## src/rtl/flo_defs.svh

```systemverilog
// Offsets, field positions and reset values for the fabric login option block
`ifndef FLO_DEFS_SVH
`define FLO_DEFS_SVH
`define FLO_AW 8
`define FLO_OFF_CTRL 8'h00
`define FLO_OFF_CMD 8'h04
`define FLO_OFF_STAT 8'h08
`define FLO_OFF_REQ1 8'h10
`define FLO_OFF_REQ2 8'h14
`define FLO_OFF_REQ3 8'h18
`define FLO_OFF_ACC_LO 8'h40
`define FLO_OFF_ACC_HI 8'h6c
`define FLO_ACC_WORDS 12
`define FLO_GRP_WORDS 4
`define FLO_NCLASS 3
`define FLO_CTRL_RST 32'h0000_0000
`define FLO_B_VALID 31
`define FLO_B_INTERMIX 30
`define FLO_B_TRANSP 29
`define FLO_B_LOCKDN 28
`define FLO_B_SEQDEL 27
`define FLO_B_RSV_HI 26
`define FLO_B_RSV_LO 16
`define FLO_FCTL_UNIDIR 8
`define FLO_C_EN_LO 0
`define FLO_C_INTERMIX 3
`define FLO_C_TRANSP 4
`define FLO_C_LOCKDN 5
`define FLO_C_SEQ2 6
`define FLO_C_SEQ3 7
`define FLO_CMD_START 0
`define FLO_EVAL_MIN 6
`define FLO_EVAL_MAX 12
`endif

```

## src/rtl/flo_pkg.sv

```systemverilog
// Types shared by the fabric login option block
package flo_pkg;
  typedef enum logic [3:0] {
    FLO_S_IDLE = 4'h1,
    FLO_S_READ = 4'h2,
    FLO_S_EVAL = 4'h4,
    FLO_S_DONE = 4'h8
  } flo_state_e;
  typedef enum logic [1:0] {
    FLO_CONN_IDLE = 2'h0,
    FLO_CONN_PENDING = 2'h1,
    FLO_CONN_ESTAB = 2'h2,
    FLO_CONN_COMPLETE = 2'h3
  } flo_conn_e;
  // Frame offered by the transmit path for admission
  typedef struct packed {
    logic valid;
    logic [1:0] cls;
    logic conn_req;
    logic [23:0] dest;
  } flo_txreq_s;
  // Options that the login made functional
  typedef struct packed {
    logic [2:0] cls_ok;
    logic intermix;
    logic transp;
    logic lockdn;
    logic seq2;
    logic seq3;
  } flo_opts_s;
endpackage

```

## src/rtl/flo_mem.sv

```systemverilog
// Small word store for the received accept payload, registered read data
`timescale 1ns/100ps
module flo_mem (
  input wire logic sys_clk,
  input wire logic wr_en,
  input wire logic [3:0] wr_addr,
  input wire logic [31:0] wr_data,
  input wire logic [3:0] rd_addr,
  output logic [31:0] rd_data
);
  logic [31:0] mem [0:15];

  // Write port
  always_ff @(posedge sys_clk) begin
    if (wr_en) begin
      mem[wr_addr] <= wr_data;
    end
  end

  // Read port, one cycle latency
  always_ff @(posedge sys_clk) begin
    rd_data <= mem[rd_addr];
  end
endmodule

```

## src/rtl/flo_top.sv

```systemverilog
// Fabric login class option negotiation and frame admission for a node port
// Notes on behaviour
// - Class group counts only when its validity bit 31 is one.
// - Group position gives the class: first one, second two, third three.
// - Service option bits 26 to 16 are reserved.
// - Intermix works only if requested and granted in bit 30.
// - Bits 30, 29, 28 are reserved for classes two and three.
// - During a class one connection, talk only to the partner port.
// - Stacking modes are requested only together with intermix.
// - Stacked connect-requests may go in any connection state.
// - Transparent mode lets destination send data after its acknowledge.
// - Lock-down connect-request sets unidirectional bit; destination then sends no data.
// - Bit 29 transparent, bit 28 lock-down; fabric grants at most one.
// - Transparent stacking works only if requested and granted in bit 29.
// - Lock-down stacking works only if requested and granted in bit 28.
// - Bit 27 requests in-order delivery; granted when accept returns it.
// - Control flags and receive size fields are ignored at fabric login.
`timescale 1ns/100ps
`include "flo_defs.svh"
module flo_top (
  input wire logic sys_clk,
  input wire logic reset,
  input wire logic [7:0] bus_addr,
  input wire logic [31:0] bus_wdata,
  input wire logic bus_wr,
  input wire logic bus_rd,
  output logic [31:0] bus_rdata,
  input wire flo_pkg::flo_txreq_s tx_req,
  output logic tx_ok,
  output logic tx_fctl_unidir,
  input wire flo_pkg::flo_conn_e conn_state,
  input wire logic [23:0] conn_partner,
  input wire logic rx_cr_ack,
  input wire logic rx_cr_unidir,
  output flo_pkg::flo_opts_s opts
);
  logic [31:0] ctrl_reg;
  logic [31:0] req_w [0:2];
  flo_pkg::flo_state_e state_reg;
  logic [1:0] grp_reg;
  logic done_reg;
  logic stack_err_reg;
  logic inhibit_reg;
  logic [31:0] rdata_reg;
  logic rd_mem_reg;
  logic [31:0] mem_q;
  logic start;
  logic acc_hit;
  logic bus_mem_rd;
  logic [3:0] mem_raddr;
  logic busy_c1;
  logic [31:0] stat_w;

  // Builds the request word 0 for one class from the control register
  function automatic logic [31:0] req_word(input logic [1:0] k, input logic [31:0] c);
    logic [31:0] w;
    w = 32'h0000_0000;
    w[`FLO_B_VALID] = c[`FLO_C_EN_LO + k];
    if (k == 2'h0) begin
      w[`FLO_B_INTERMIX] = c[`FLO_C_INTERMIX];
      w[`FLO_B_TRANSP] = c[`FLO_C_INTERMIX] & c[`FLO_C_TRANSP];
      w[`FLO_B_LOCKDN] = c[`FLO_C_INTERMIX] & c[`FLO_C_LOCKDN];
    end else if (k == 2'h1) begin
      w[`FLO_B_SEQDEL] = c[`FLO_C_SEQ2];
    end else begin
      w[`FLO_B_SEQDEL] = c[`FLO_C_SEQ3];
    end
    return w;
  endfunction

  // Address decode of the accept payload window
  function automatic logic acc_range(input logic [7:0] a);
    return (a >= `FLO_OFF_ACC_LO) && (a <= `FLO_OFF_ACC_HI) && (a[1:0] == 2'h0);
  endfunction

  // Request words, reserved and meaningless bits held at zero
  // stacking gated by intermix
  // bits 26 to 16 carry no option
  genvar gi;
  generate
    for (gi = 0; gi < `FLO_NCLASS; gi = gi + 1) begin : g_req
      assign req_w[gi] = req_word(2'(gi), ctrl_reg);
    end
  endgenerate

  assign acc_hit = acc_range(bus_addr);
  assign start = bus_wr && (bus_addr == `FLO_OFF_CMD) && bus_wdata[`FLO_CMD_START] && (state_reg == flo_pkg::FLO_S_IDLE);
  assign bus_mem_rd = bus_rd && acc_hit;
  // Bus reads take the memory port first; the walk waits a cycle
  assign mem_raddr = bus_mem_rd ? 4'(bus_addr[5:2] - 4'h0) : {grp_reg, 2'h0};

  flo_mem u_mem (
    .sys_clk(sys_clk),
    .wr_en(bus_wr && acc_hit),
    .wr_addr(bus_addr[5:2]),
    .wr_data(bus_wdata),
    .rd_addr(mem_raddr),
    .rd_data(mem_q)
  );

  // Control register
  always_ff @(posedge sys_clk) begin
    if (reset) begin
      ctrl_reg <= `FLO_CTRL_RST;
    end else if (bus_wr && bus_addr == `FLO_OFF_CTRL) begin
      ctrl_reg <= {24'h000000, bus_wdata[7:0]};
    end
  end

  // Walk over the three accept groups, word 0 only
  // control and size words never fetched
  always_ff @(posedge sys_clk) begin
    if (reset) begin
      state_reg <= flo_pkg::FLO_S_IDLE;
      grp_reg <= 2'h0;
    end else begin
      case (state_reg)
        flo_pkg::FLO_S_IDLE: begin
          if (start) begin
            state_reg <= flo_pkg::FLO_S_READ;
            grp_reg <= 2'h0;
          end
        end
        flo_pkg::FLO_S_READ: begin
          if (!bus_mem_rd) begin
            state_reg <= flo_pkg::FLO_S_EVAL;
          end
        end
        flo_pkg::FLO_S_EVAL: begin
          if (grp_reg == 2'h2) begin
            state_reg <= flo_pkg::FLO_S_DONE;
          end else begin
            grp_reg <= grp_reg + 2'h1;
            state_reg <= flo_pkg::FLO_S_READ;
          end
        end
        flo_pkg::FLO_S_DONE: begin
          state_reg <= flo_pkg::FLO_S_IDLE;
        end
        default: begin
          state_reg <= flo_pkg::FLO_S_IDLE;
        end
      endcase
    end
  end

  // Option results, the accept word compared with the request word
  always_ff @(posedge sys_clk) begin
    if (reset) begin
      opts <= '0;
      stack_err_reg <= 1'b0;
      done_reg <= 1'b0;
    end else if (start) begin
      opts <= '0;
      stack_err_reg <= 1'b0;
      done_reg <= 1'b0;
    end else if (state_reg == flo_pkg::FLO_S_DONE) begin
      done_reg <= 1'b1;
    end else if (state_reg == flo_pkg::FLO_S_EVAL) begin
      opts.cls_ok[grp_reg] <= req_w[grp_reg][`FLO_B_VALID] & mem_q[`FLO_B_VALID];
      if (mem_q[`FLO_B_VALID] && grp_reg == 2'h0) begin
        opts.intermix <= req_w[0][`FLO_B_INTERMIX] & mem_q[`FLO_B_INTERMIX];
        if (req_w[0][`FLO_B_TRANSP] & mem_q[`FLO_B_TRANSP] & req_w[0][`FLO_B_LOCKDN] & mem_q[`FLO_B_LOCKDN]) begin
          stack_err_reg <= 1'b1;
        end else begin
          opts.transp <= req_w[0][`FLO_B_TRANSP] & mem_q[`FLO_B_TRANSP];
          opts.lockdn <= req_w[0][`FLO_B_LOCKDN] & mem_q[`FLO_B_LOCKDN];
        end
      end
      // sequential delivery, classes two and three
      // bits 30 to 28 ignored here
      if (mem_q[`FLO_B_VALID] && grp_reg == 2'h1) begin
        opts.seq2 <= req_w[1][`FLO_B_SEQDEL] & mem_q[`FLO_B_SEQDEL];
      end
      if (mem_q[`FLO_B_VALID] && grp_reg == 2'h2) begin
        opts.seq3 <= req_w[2][`FLO_B_SEQDEL] & mem_q[`FLO_B_SEQDEL];
      end
    end
  end

  // Lock-down destination hold-off after acknowledging a connect-request
  // no data after unidirectional acknowledge
  always_ff @(posedge sys_clk) begin
    if (reset) begin
      inhibit_reg <= 1'b0;
    end else if (rx_cr_ack && rx_cr_unidir) begin
      inhibit_reg <= 1'b1;
    end else if (conn_state == flo_pkg::FLO_CONN_IDLE || conn_state == flo_pkg::FLO_CONN_COMPLETE) begin
      inhibit_reg <= 1'b0;
    end
  end

  // Frame admission
  assign busy_c1 = (conn_state == flo_pkg::FLO_CONN_PENDING) || (conn_state == flo_pkg::FLO_CONN_ESTAB);
  always_comb begin
    tx_ok = 1'b0;
    if (tx_req.valid && tx_req.cls >= 2'h1) begin
      if (!opts.cls_ok[tx_req.cls - 2'h1]) begin
        tx_ok = 1'b0;
      end else if (tx_req.cls == 2'h1 && tx_req.conn_req) begin
        tx_ok = (opts.transp | opts.lockdn) | (conn_state == flo_pkg::FLO_CONN_IDLE);
      end else if (inhibit_reg && tx_req.dest == conn_partner) begin
        tx_ok = 1'b0;
      end else if (tx_req.cls == 2'h1) begin
        tx_ok = (conn_state == flo_pkg::FLO_CONN_ESTAB) && (tx_req.dest == conn_partner);
      end else begin
        tx_ok = !busy_c1 || opts.intermix || (tx_req.dest == conn_partner);
      end
    end
  end
  assign tx_fctl_unidir = tx_req.valid && tx_req.conn_req && (tx_req.cls == 2'h1) && opts.lockdn;

  // Status word
  assign stat_w = {20'h00000, inhibit_reg, stack_err_reg, opts.seq3, opts.seq2, opts.lockdn, opts.transp,
                   opts.intermix, opts.cls_ok, done_reg, (state_reg != flo_pkg::FLO_S_IDLE)};

  // Register read, data in the cycle after the strobe
  always_ff @(posedge sys_clk) begin
    if (reset) begin
      rdata_reg <= 32'h0000_0000;
      rd_mem_reg <= 1'b0;
    end else begin
      rd_mem_reg <= bus_mem_rd;
      rdata_reg <= 32'h0000_0000;
      if (bus_rd) begin
        case (bus_addr)
          `FLO_OFF_CTRL: rdata_reg <= ctrl_reg;
          `FLO_OFF_STAT: rdata_reg <= stat_w;
          `FLO_OFF_REQ1: rdata_reg <= req_w[0];
          `FLO_OFF_REQ2: rdata_reg <= req_w[1];
          `FLO_OFF_REQ3: rdata_reg <= req_w[2];
          default: rdata_reg <= 32'h0000_0000;
        endcase
      end
    end
  end
  assign bus_rdata = rd_mem_reg ? mem_q : rdata_reg;
endmodule

```

## config.mk

```make
export PLATFORM = sky130hd
export DESIGN_NAME = flo_top
export DESIGN_NICKNAME = d
export VERILOG_FILES = /design/src/rtl/flo_pkg.sv /design/src/rtl/flo_mem.sv /design/src/rtl/flo_top.sv
export VERILOG_INCLUDE_DIRS = /design/src /design/src/rtl
export SDC_FILE = /design/constraint.sdc
export NUM_CORES = 1
export LEC_CHECK = 0
export ABC_AREA = 1
export BUFFER_PORTS_ARGS = -buffer_cell sky130_fd_sc_hd__buf_2
export CAP_MARGIN = 10
export CORE_ASPECT_RATIO = 1.25
export CORE_UTILIZATION = 60
export DETAILED_ROUTE_END_ITERATION = 7
export GPL_TIMING_DRIVEN = 0
export PLACE_DENSITY = 0.78
export SYNTH_ARGS = -nofsm -noshare
export SYNTH_HDL_FRONTEND = slang
export SYNTH_SLANG_ARGS = --single-unit
```

## constraint.sdc

```tcl
create_clock -name sys_clk -period 9.3 [get_ports sys_clk]
set_clock_uncertainty 0.15 [all_clocks]
set_input_delay 1.395 -clock sys_clk [delete_from_list [all_inputs] [get_ports sys_clk]]
set_output_delay 1.395 -clock sys_clk [all_outputs]
set_load 0.01 [all_outputs]
```

==> impl_metrics.env, run 1 <==
export IMPL_syn_inst=2523
export IMPL_hold_class="reg2reg"
export IMPL_cts_buffers_inserted=55
export IMPL_hold_buffers=0
export IMPL_final_period_minus_worst_setup_slack_ps=4560
export IMPL_slowest_delay_ps=930
export IMPL_min_period_over_period_pct=49.1
export IMPL_layout_drive_gt1_share_pct=10.6
export IMPL_fillCellCount=2918
export IMPL_nets=2968
export IMPL_io_pins=142
export IMPL_critPathLaunchType="register"
export IMPL_grt_pass1_vias=19900
export IMPL_yosysWarnings=0
export IMPL_stdcell_count=3459
export IMPL_ant_nets=0
export IMPL_clk_pin_slew_ps=60
export IMPL_cp_num_buf_inv=5
export IMPL_grt_max_degree=25
export IMPL_ir_worst_vdd_mv=0.212
export IMPL_drc=0
export IMPL_clockBufferDepth=3
export IMPL_required_ps=7760
export IMPL_rsz0062_at_grt="no"
export IMPL_critical_path_top_delay_family="buffers and inverters"
export IMPL_tightest_slew_ps=1210
export IMPL_vias=20200
export IMPL_cts_sinks=587
export IMPL_gr_total_overflow=0
export IMPL_totalWireLength_um=74600
export IMPL_fin_util_pct=71.2
export IMPL_root_buffer="clkbuf_16"
export IMPL_cp_max_fo=10
export IMPL_drt_pass1_iter_count=8
export IMPL_hpwl_um=49500
export IMPL_multi_input_area_um2=7000
export IMPL_post_cts_buffers=0
export IMPL_seqCellArea_um2=16900
export IMPL_hold_ws_ps=342
export IMPL_drtIter0Drc=2557
export IMPL_syn_avg_cell_area_um2=10.1
export IMPL_critical_path_most_common_cell="clkbuf_1"
export IMPL_finalPower_mw=5.67
export IMPL_largest_reg_flops=512
export IMPL_routabilityCongestion=0.971
export IMPL_numPortBuffers=141
export IMPL_synth_seq_area_share_pct=66.4
export IMPL_placed_cells=3356
export IMPL_synth_seq_cells=587
export IMPL_initial_utilization_pct=61.4
export IMPL_slowest_stage="clkbuf_1"
export IMPL_grt_total_usage_pct=34.9
export IMPL_p_leak_nw=12.7
export IMPL_wl_per_cell_um=21.6
export IMPL_highest_layer="met4"
export IMPL_die_height_um=232
export IMPL_grt_pass1_wl_um=110000
export IMPL_dieWidth_um=186
export IMPL_htree_levels=2
export IMPL_cts_tree="done"
export IMPL_setup_violations=0
export IMPL_crit_path_end_kind="output pin"
export IMPL_crit_type="reg2out"
export IMPL_via_per_inst=5.84
export IMPL_clk_latency_ps=590
export IMPL_ys_types=31
export IMPL_postCtsResizedCells=0
export IMPL_powerDensity_nw_per_um2=192
export IMPL_row_count=83
export IMPL_cap_violations=0
export IMPL_path_cells="clkbuf_1 -> clkbuf_1 -> clkbuf_1 -> nand2_1 -> inv_1 -> buf_2"
export IMPL_hold_viol=0
export IMPL_antenna_found_initial=0
export IMPL_netlist_area_um2=25400
export IMPL_wl_met1_um=24700
export IMPL_core_area_um2=41400
export IMPL_drv_slew=0
export IMPL_area_delta_synth_final_pct=16.1
export IMPL_status="complete, no violations"
export IMPL_met3_length_um=8810
export IMPL_fp_dieArea_um2=43200
export IMPL_timing_setup_tns_ps=0
export IMPL_slew_headroom_pct=19.6
export IMPL_cp_arrival_ps=3020
export IMPL_fmax_mhz=219
export IMPL_route_met2_wl_um=36400
## synthesized netlist by cell type
cell | n | area share, %
a211oi_1 | 7 | 0.21
a21o_1 | 1 | 0.030
a21oi_1 | 27 | 0.53
a31oi_1 | 2 | 0.049
buf_1 | 8 | 0.12
buf_2 | 26 | 0.51
clkbuf_1 | 109 | 1.6
clkinv_1 | 2 | 0.030
conb_1 | 1 | 0.015
dfxtp_1 | 75 | 5.9
edfxtp_1 | 512 | 60
ha_1 | 7 | 0.34
inv_1 | 409 | 6.0
inv_2 | 2 | 0.030
mux2_2 | 16 | 0.71
nand2_1 | 381 | 5.6
nand2_2 | 1 | 0.025
nand3_1 | 337 | 6.6
nand4_1 | 163 | 4.0
nor2_1 | 339 | 5.0
nor3_1 | 7 | 0.14
nor3_4 | 1 | 0.064
nor4_1 | 3 | 0.074
o21ai_0 | 42 | 0.83
o21ai_1 | 35 | 0.69
o21ai_2 | 3 | 0.10
o31ai_2 | 1 | 0.049
o41ai_1 | 1 | 0.034
or2_2 | 2 | 0.049
or3_1 | 1 | 0.025
xor2_1 | 2 | 0.069
## cell type report
class	count	share of cell area [%]
sequential	587	57.2
multi-input combinational	1507	23.7
buffer	143	1.93
timing repair buffer	154	3.37
inverter	413	5.25
tap	552	2.34
clock buffer	76	5.51
antenna	2	0.0170
clock inverter	25	0.695
## metal layers
layer / GRT usage [%] / vias to the layer above
li1: - / 8998
met1: 40.6 / 9369
met2: 59.4 / 1512
met3: 6.99 / 328
met4: 21.2 / 0
met5: 0 / -
## kinds of logic (layout without fill, tap and decap cells)
family | count (synthesis) | after routing | share of synthesized area [%]
adders and majority gates | 7 | 7 | 0.344
and+or+nand+nor | 1235 | 1235 | 21.6
AOI/OAI and AO/OA | 119 | 119 | 2.52
DFF | 587 | 587 | 66.4
buffers and inverters | 556 | 811 | 8.33
xor gates and xnor gates | 2 | 2 | 0.0689
muxes | 16 | 16 | 0.709
other | 1 | 130 | 0.0147
## placed cells by master (no fill, tap or decap), types with 4 or more instances in the layout
master,netlist,routed
nand3_1,337,337
o21ai_1,35,35
buf_16,0,4
clkbuf_8,0,8
buf_12,0,9
nor3_1,7,7
nor2_1,339,327
o21ai_0,42,42
ha_1,7,7
buf_1,8,8
conb_1,1,128
a21oi_1,27,27
clkbuf_1,109,116
dfxtp_1,75,75
nand4_1,163,163
a211oi_1,7,7
mux2_2,16,16
buf_2,26,167
inv_1,409,409
edfxtp_1,512,512
clkinv_1,2,6
clkbuf_16,0,59
nand2_1,381,381
clkinv_2,0,15
nor2_4,0,12
## worst register-to-register path, delay by kind of cell (launching register included)
kind / cells / cell delay (ps)
compound gates: 1 / 410
buf+inv: 2 / 660
flops: 1 / 340
simple gates: 4 / 600
## metrics by stage
stage | cell area, um2 | setup slack, ps
after floorplan | 25900 | 4990
after global placement | 27300 | 2290
after detailed placement | 27700 | 4370
after CTS | 29500 | 4760
after global routing | 29500 | 4640
final | 29500 | 4740
## path summary, 6_finish.rpt
kind	from	to	slack [ps]	cells past startpoint
hold reg to reg	ctrl_reg[4]	rdata_reg[29]	340	2
setup / recovery	rd_mem_reg	bus_rdata[19]	4740	6
setup reg to reg	grp_reg[0]	u_mem.rd_data[28]	7000	7
hold / removal	ctrl_reg[4]	rdata_reg[29]	340	2
## power by group
| part | total (mW) | switching, mW | internal [mW] |
|---|---|---|---|
| registers | 2.98 | 0.0312 | 2.95 |
| logic | 0.417 | 0.314 | 0.104 |
| clock network | 2.27 | 0.970 | 1.30 |
| total | 5.67 | 1.32 | 4.36 |
(Power assumes the default switching activity.)
==> run 2, diff against run 1 <==
clock period = 4.2 ns   (was 9.3 ns; I/O delays follow)
==> run 2 against run 1 <==
Utilization is essentially flat. Clock power grew 120%. Sequential share of layout area is essentially flat. Die area is the same. Cell count is essentially flat. Cell area is essentially flat.
==> impl_metrics.env, run 2 (synthesis gave the netlist of run 1 again) <==
export IMPL_clockBufferDepth=3
export IMPL_cts_sinks=587
export IMPL_die_height_um=232
export IMPL_grt_pass1_vias=19900
export IMPL_crit_type="reg2out"
export IMPL_row_count=83
export IMPL_grt_total_usage_pct=34.9
export IMPL_vias=20300
export IMPL_cp_arrival_ps=3040
export IMPL_cts_buffers_inserted=55
export IMPL_antenna_found_initial=0
export IMPL_gr_total_overflow=0
export IMPL_r2r_start="grp_reg[0]"
export IMPL_root_buffer="clkbuf_16"
export IMPL_fin_util_pct=71.2
export IMPL_hold_ws_ps=134
export IMPL_hp_start="rx_cr_unidir"
export IMPL_p_leak_nw=12.7
export IMPL_hold_buffers=0
export IMPL_cp_max_fo=10
export IMPL_tightest_slew_ps=1210
export IMPL_totalWireLength_um=74700
export IMPL_layout_common_cells="edfxtp_1 (512), inv_1 (409), nand2_1 (381), nand3_1 (337), nor2_1 (327)"
export IMPL_crit_path_end_kind="output pin"
export IMPL_dieWidth_um=186
export IMPL_wl_met1_um=24500
export IMPL_fmax_mhz=262
export IMPL_rsz0062_at_grt="no"
export IMPL_fillCellCount=2919
export IMPL_grt_max_degree=25
export IMPL_slew_headroom_pct=19.2
export IMPL_drv_slew=0
export IMPL_r2r_slack_ps=1900
export IMPL_clk_pin_slew_ps=60
export IMPL_area_delta_synth_final_pct=16.1
export IMPL_fp_dieArea_um2=43200
export IMPL_drtIter0Drc=2583
export IMPL_postCtsResizedCells=0
export IMPL_via_per_inst=5.86
export IMPL_setup_violations=0
export IMPL_powerDensity_nw_per_um2=425
export IMPL_ir_worst_vdd_mv=0.469
export IMPL_timing_setup_tns_ps=0
export IMPL_hpwl_um=49500
export IMPL_drc=0
export IMPL_grt_pass1_wl_um=110000
export IMPL_clk_latency_ps=590
export IMPL_layout_drive_gt1_share_pct=10.6
export IMPL_crit_start="rd_mem_reg"
export IMPL_drt_pass1_iter_count=8
export IMPL_highest_layer="met4"
export IMPL_numPortBuffers=141
export IMPL_cts_tree="done"
export IMPL_postLayoutCellArea_um2=29500
export IMPL_largest_reg_flops=512
export IMPL_critPathLaunchType="register"
export IMPL_endpoint="bus_rdata[19]"
export IMPL_dpl_cell_area_um2=27700
export IMPL_finalPower_mw=12.6
export IMPL_hold_class="in2reg"
export IMPL_initial_utilization_pct=61.4
export IMPL_worst_r2r_cell_count=7
export IMPL_hold_viol=0
export IMPL_required_ps=3420
export IMPL_io_pins=142
export IMPL_final_period_minus_worst_setup_slack_ps=3820
export IMPL_met3_length_um=9020
export IMPL_route_met2_wl_um=36400
export IMPL_nets=2968
export IMPL_htree_levels=2
export IMPL_post_cts_buffers=0
export IMPL_final_common_cell="edfxtp_1"
export IMPL_cap_violations=0
export IMPL_min_period_over_period_pct=90.9
export IMPL_routabilityCongestion=0.971
export IMPL_status="complete, no violations"
export IMPL_core_area_um2=41400
export IMPL_wl_per_cell_um=21.6
export IMPL_rr_endpoint="u_mem.rd_data[28]"
export IMPL_ant_nets=0
-- run 2: worst min-delay path by stage --
stage               endpoint  slack, ps  cells after the start
3_3_place_gp     inhibit_reg        310                      2
4_1_cts          inhibit_reg        130                      3
3_5_place_dp   rdata_reg[29]        330                      2
5_1_grt          inhibit_reg        150                      3
2_1_floorplan  rdata_reg[10]        270                      2
6_report         inhibit_reg        130                      3
-- run 2: final cells by class --
class	count	area [um2]	area share (%)
clock buffer	76	1630	5.51
buffer	143	569	1.93
multi-input combinational	1507	7000	23.7
inverter	413	1550	5.25
clock inverter	25	205	0.695
tap	552	691	2.34
timing repair buffer	154	996	3.37
antenna	1	2.50	0.00848
sequential	587	16900	57.2
-- run 2: report_power, final --
part / switching [mW] / internal, mW / total [mW]
registers: 0.0683 / 6.53 / 6.60
clock network: 2.14 / 2.89 / 5.03
logic: 0.696 / 0.230 / 0.926
-- run 2: worst max-delay path: stages (launching register included) --
cell and delay (ps):
dfxtp_1 300, clkbuf_1 290, clkbuf_1 940, clkbuf_1 600, nand2_1 110, inv_1 80
buf_2 120
-- run 2: metal layers --
layer	vias to the layer above	GRT usage (%)
met5	-	0
met4	0	21.3
met3	322	7.03
met2	1551	59.4
met1	9382	40.5
li1	9004	-
-- run 2: stage by stage --
stage,std cells,setup slack (ps)
4_1_cts,3457,430
2_1_floorplan,2650,654
5_1_grt,3457,306
3_3_place_gp,3343,-2040
6_report,3458,381
3_5_place_dp,3356,34.1
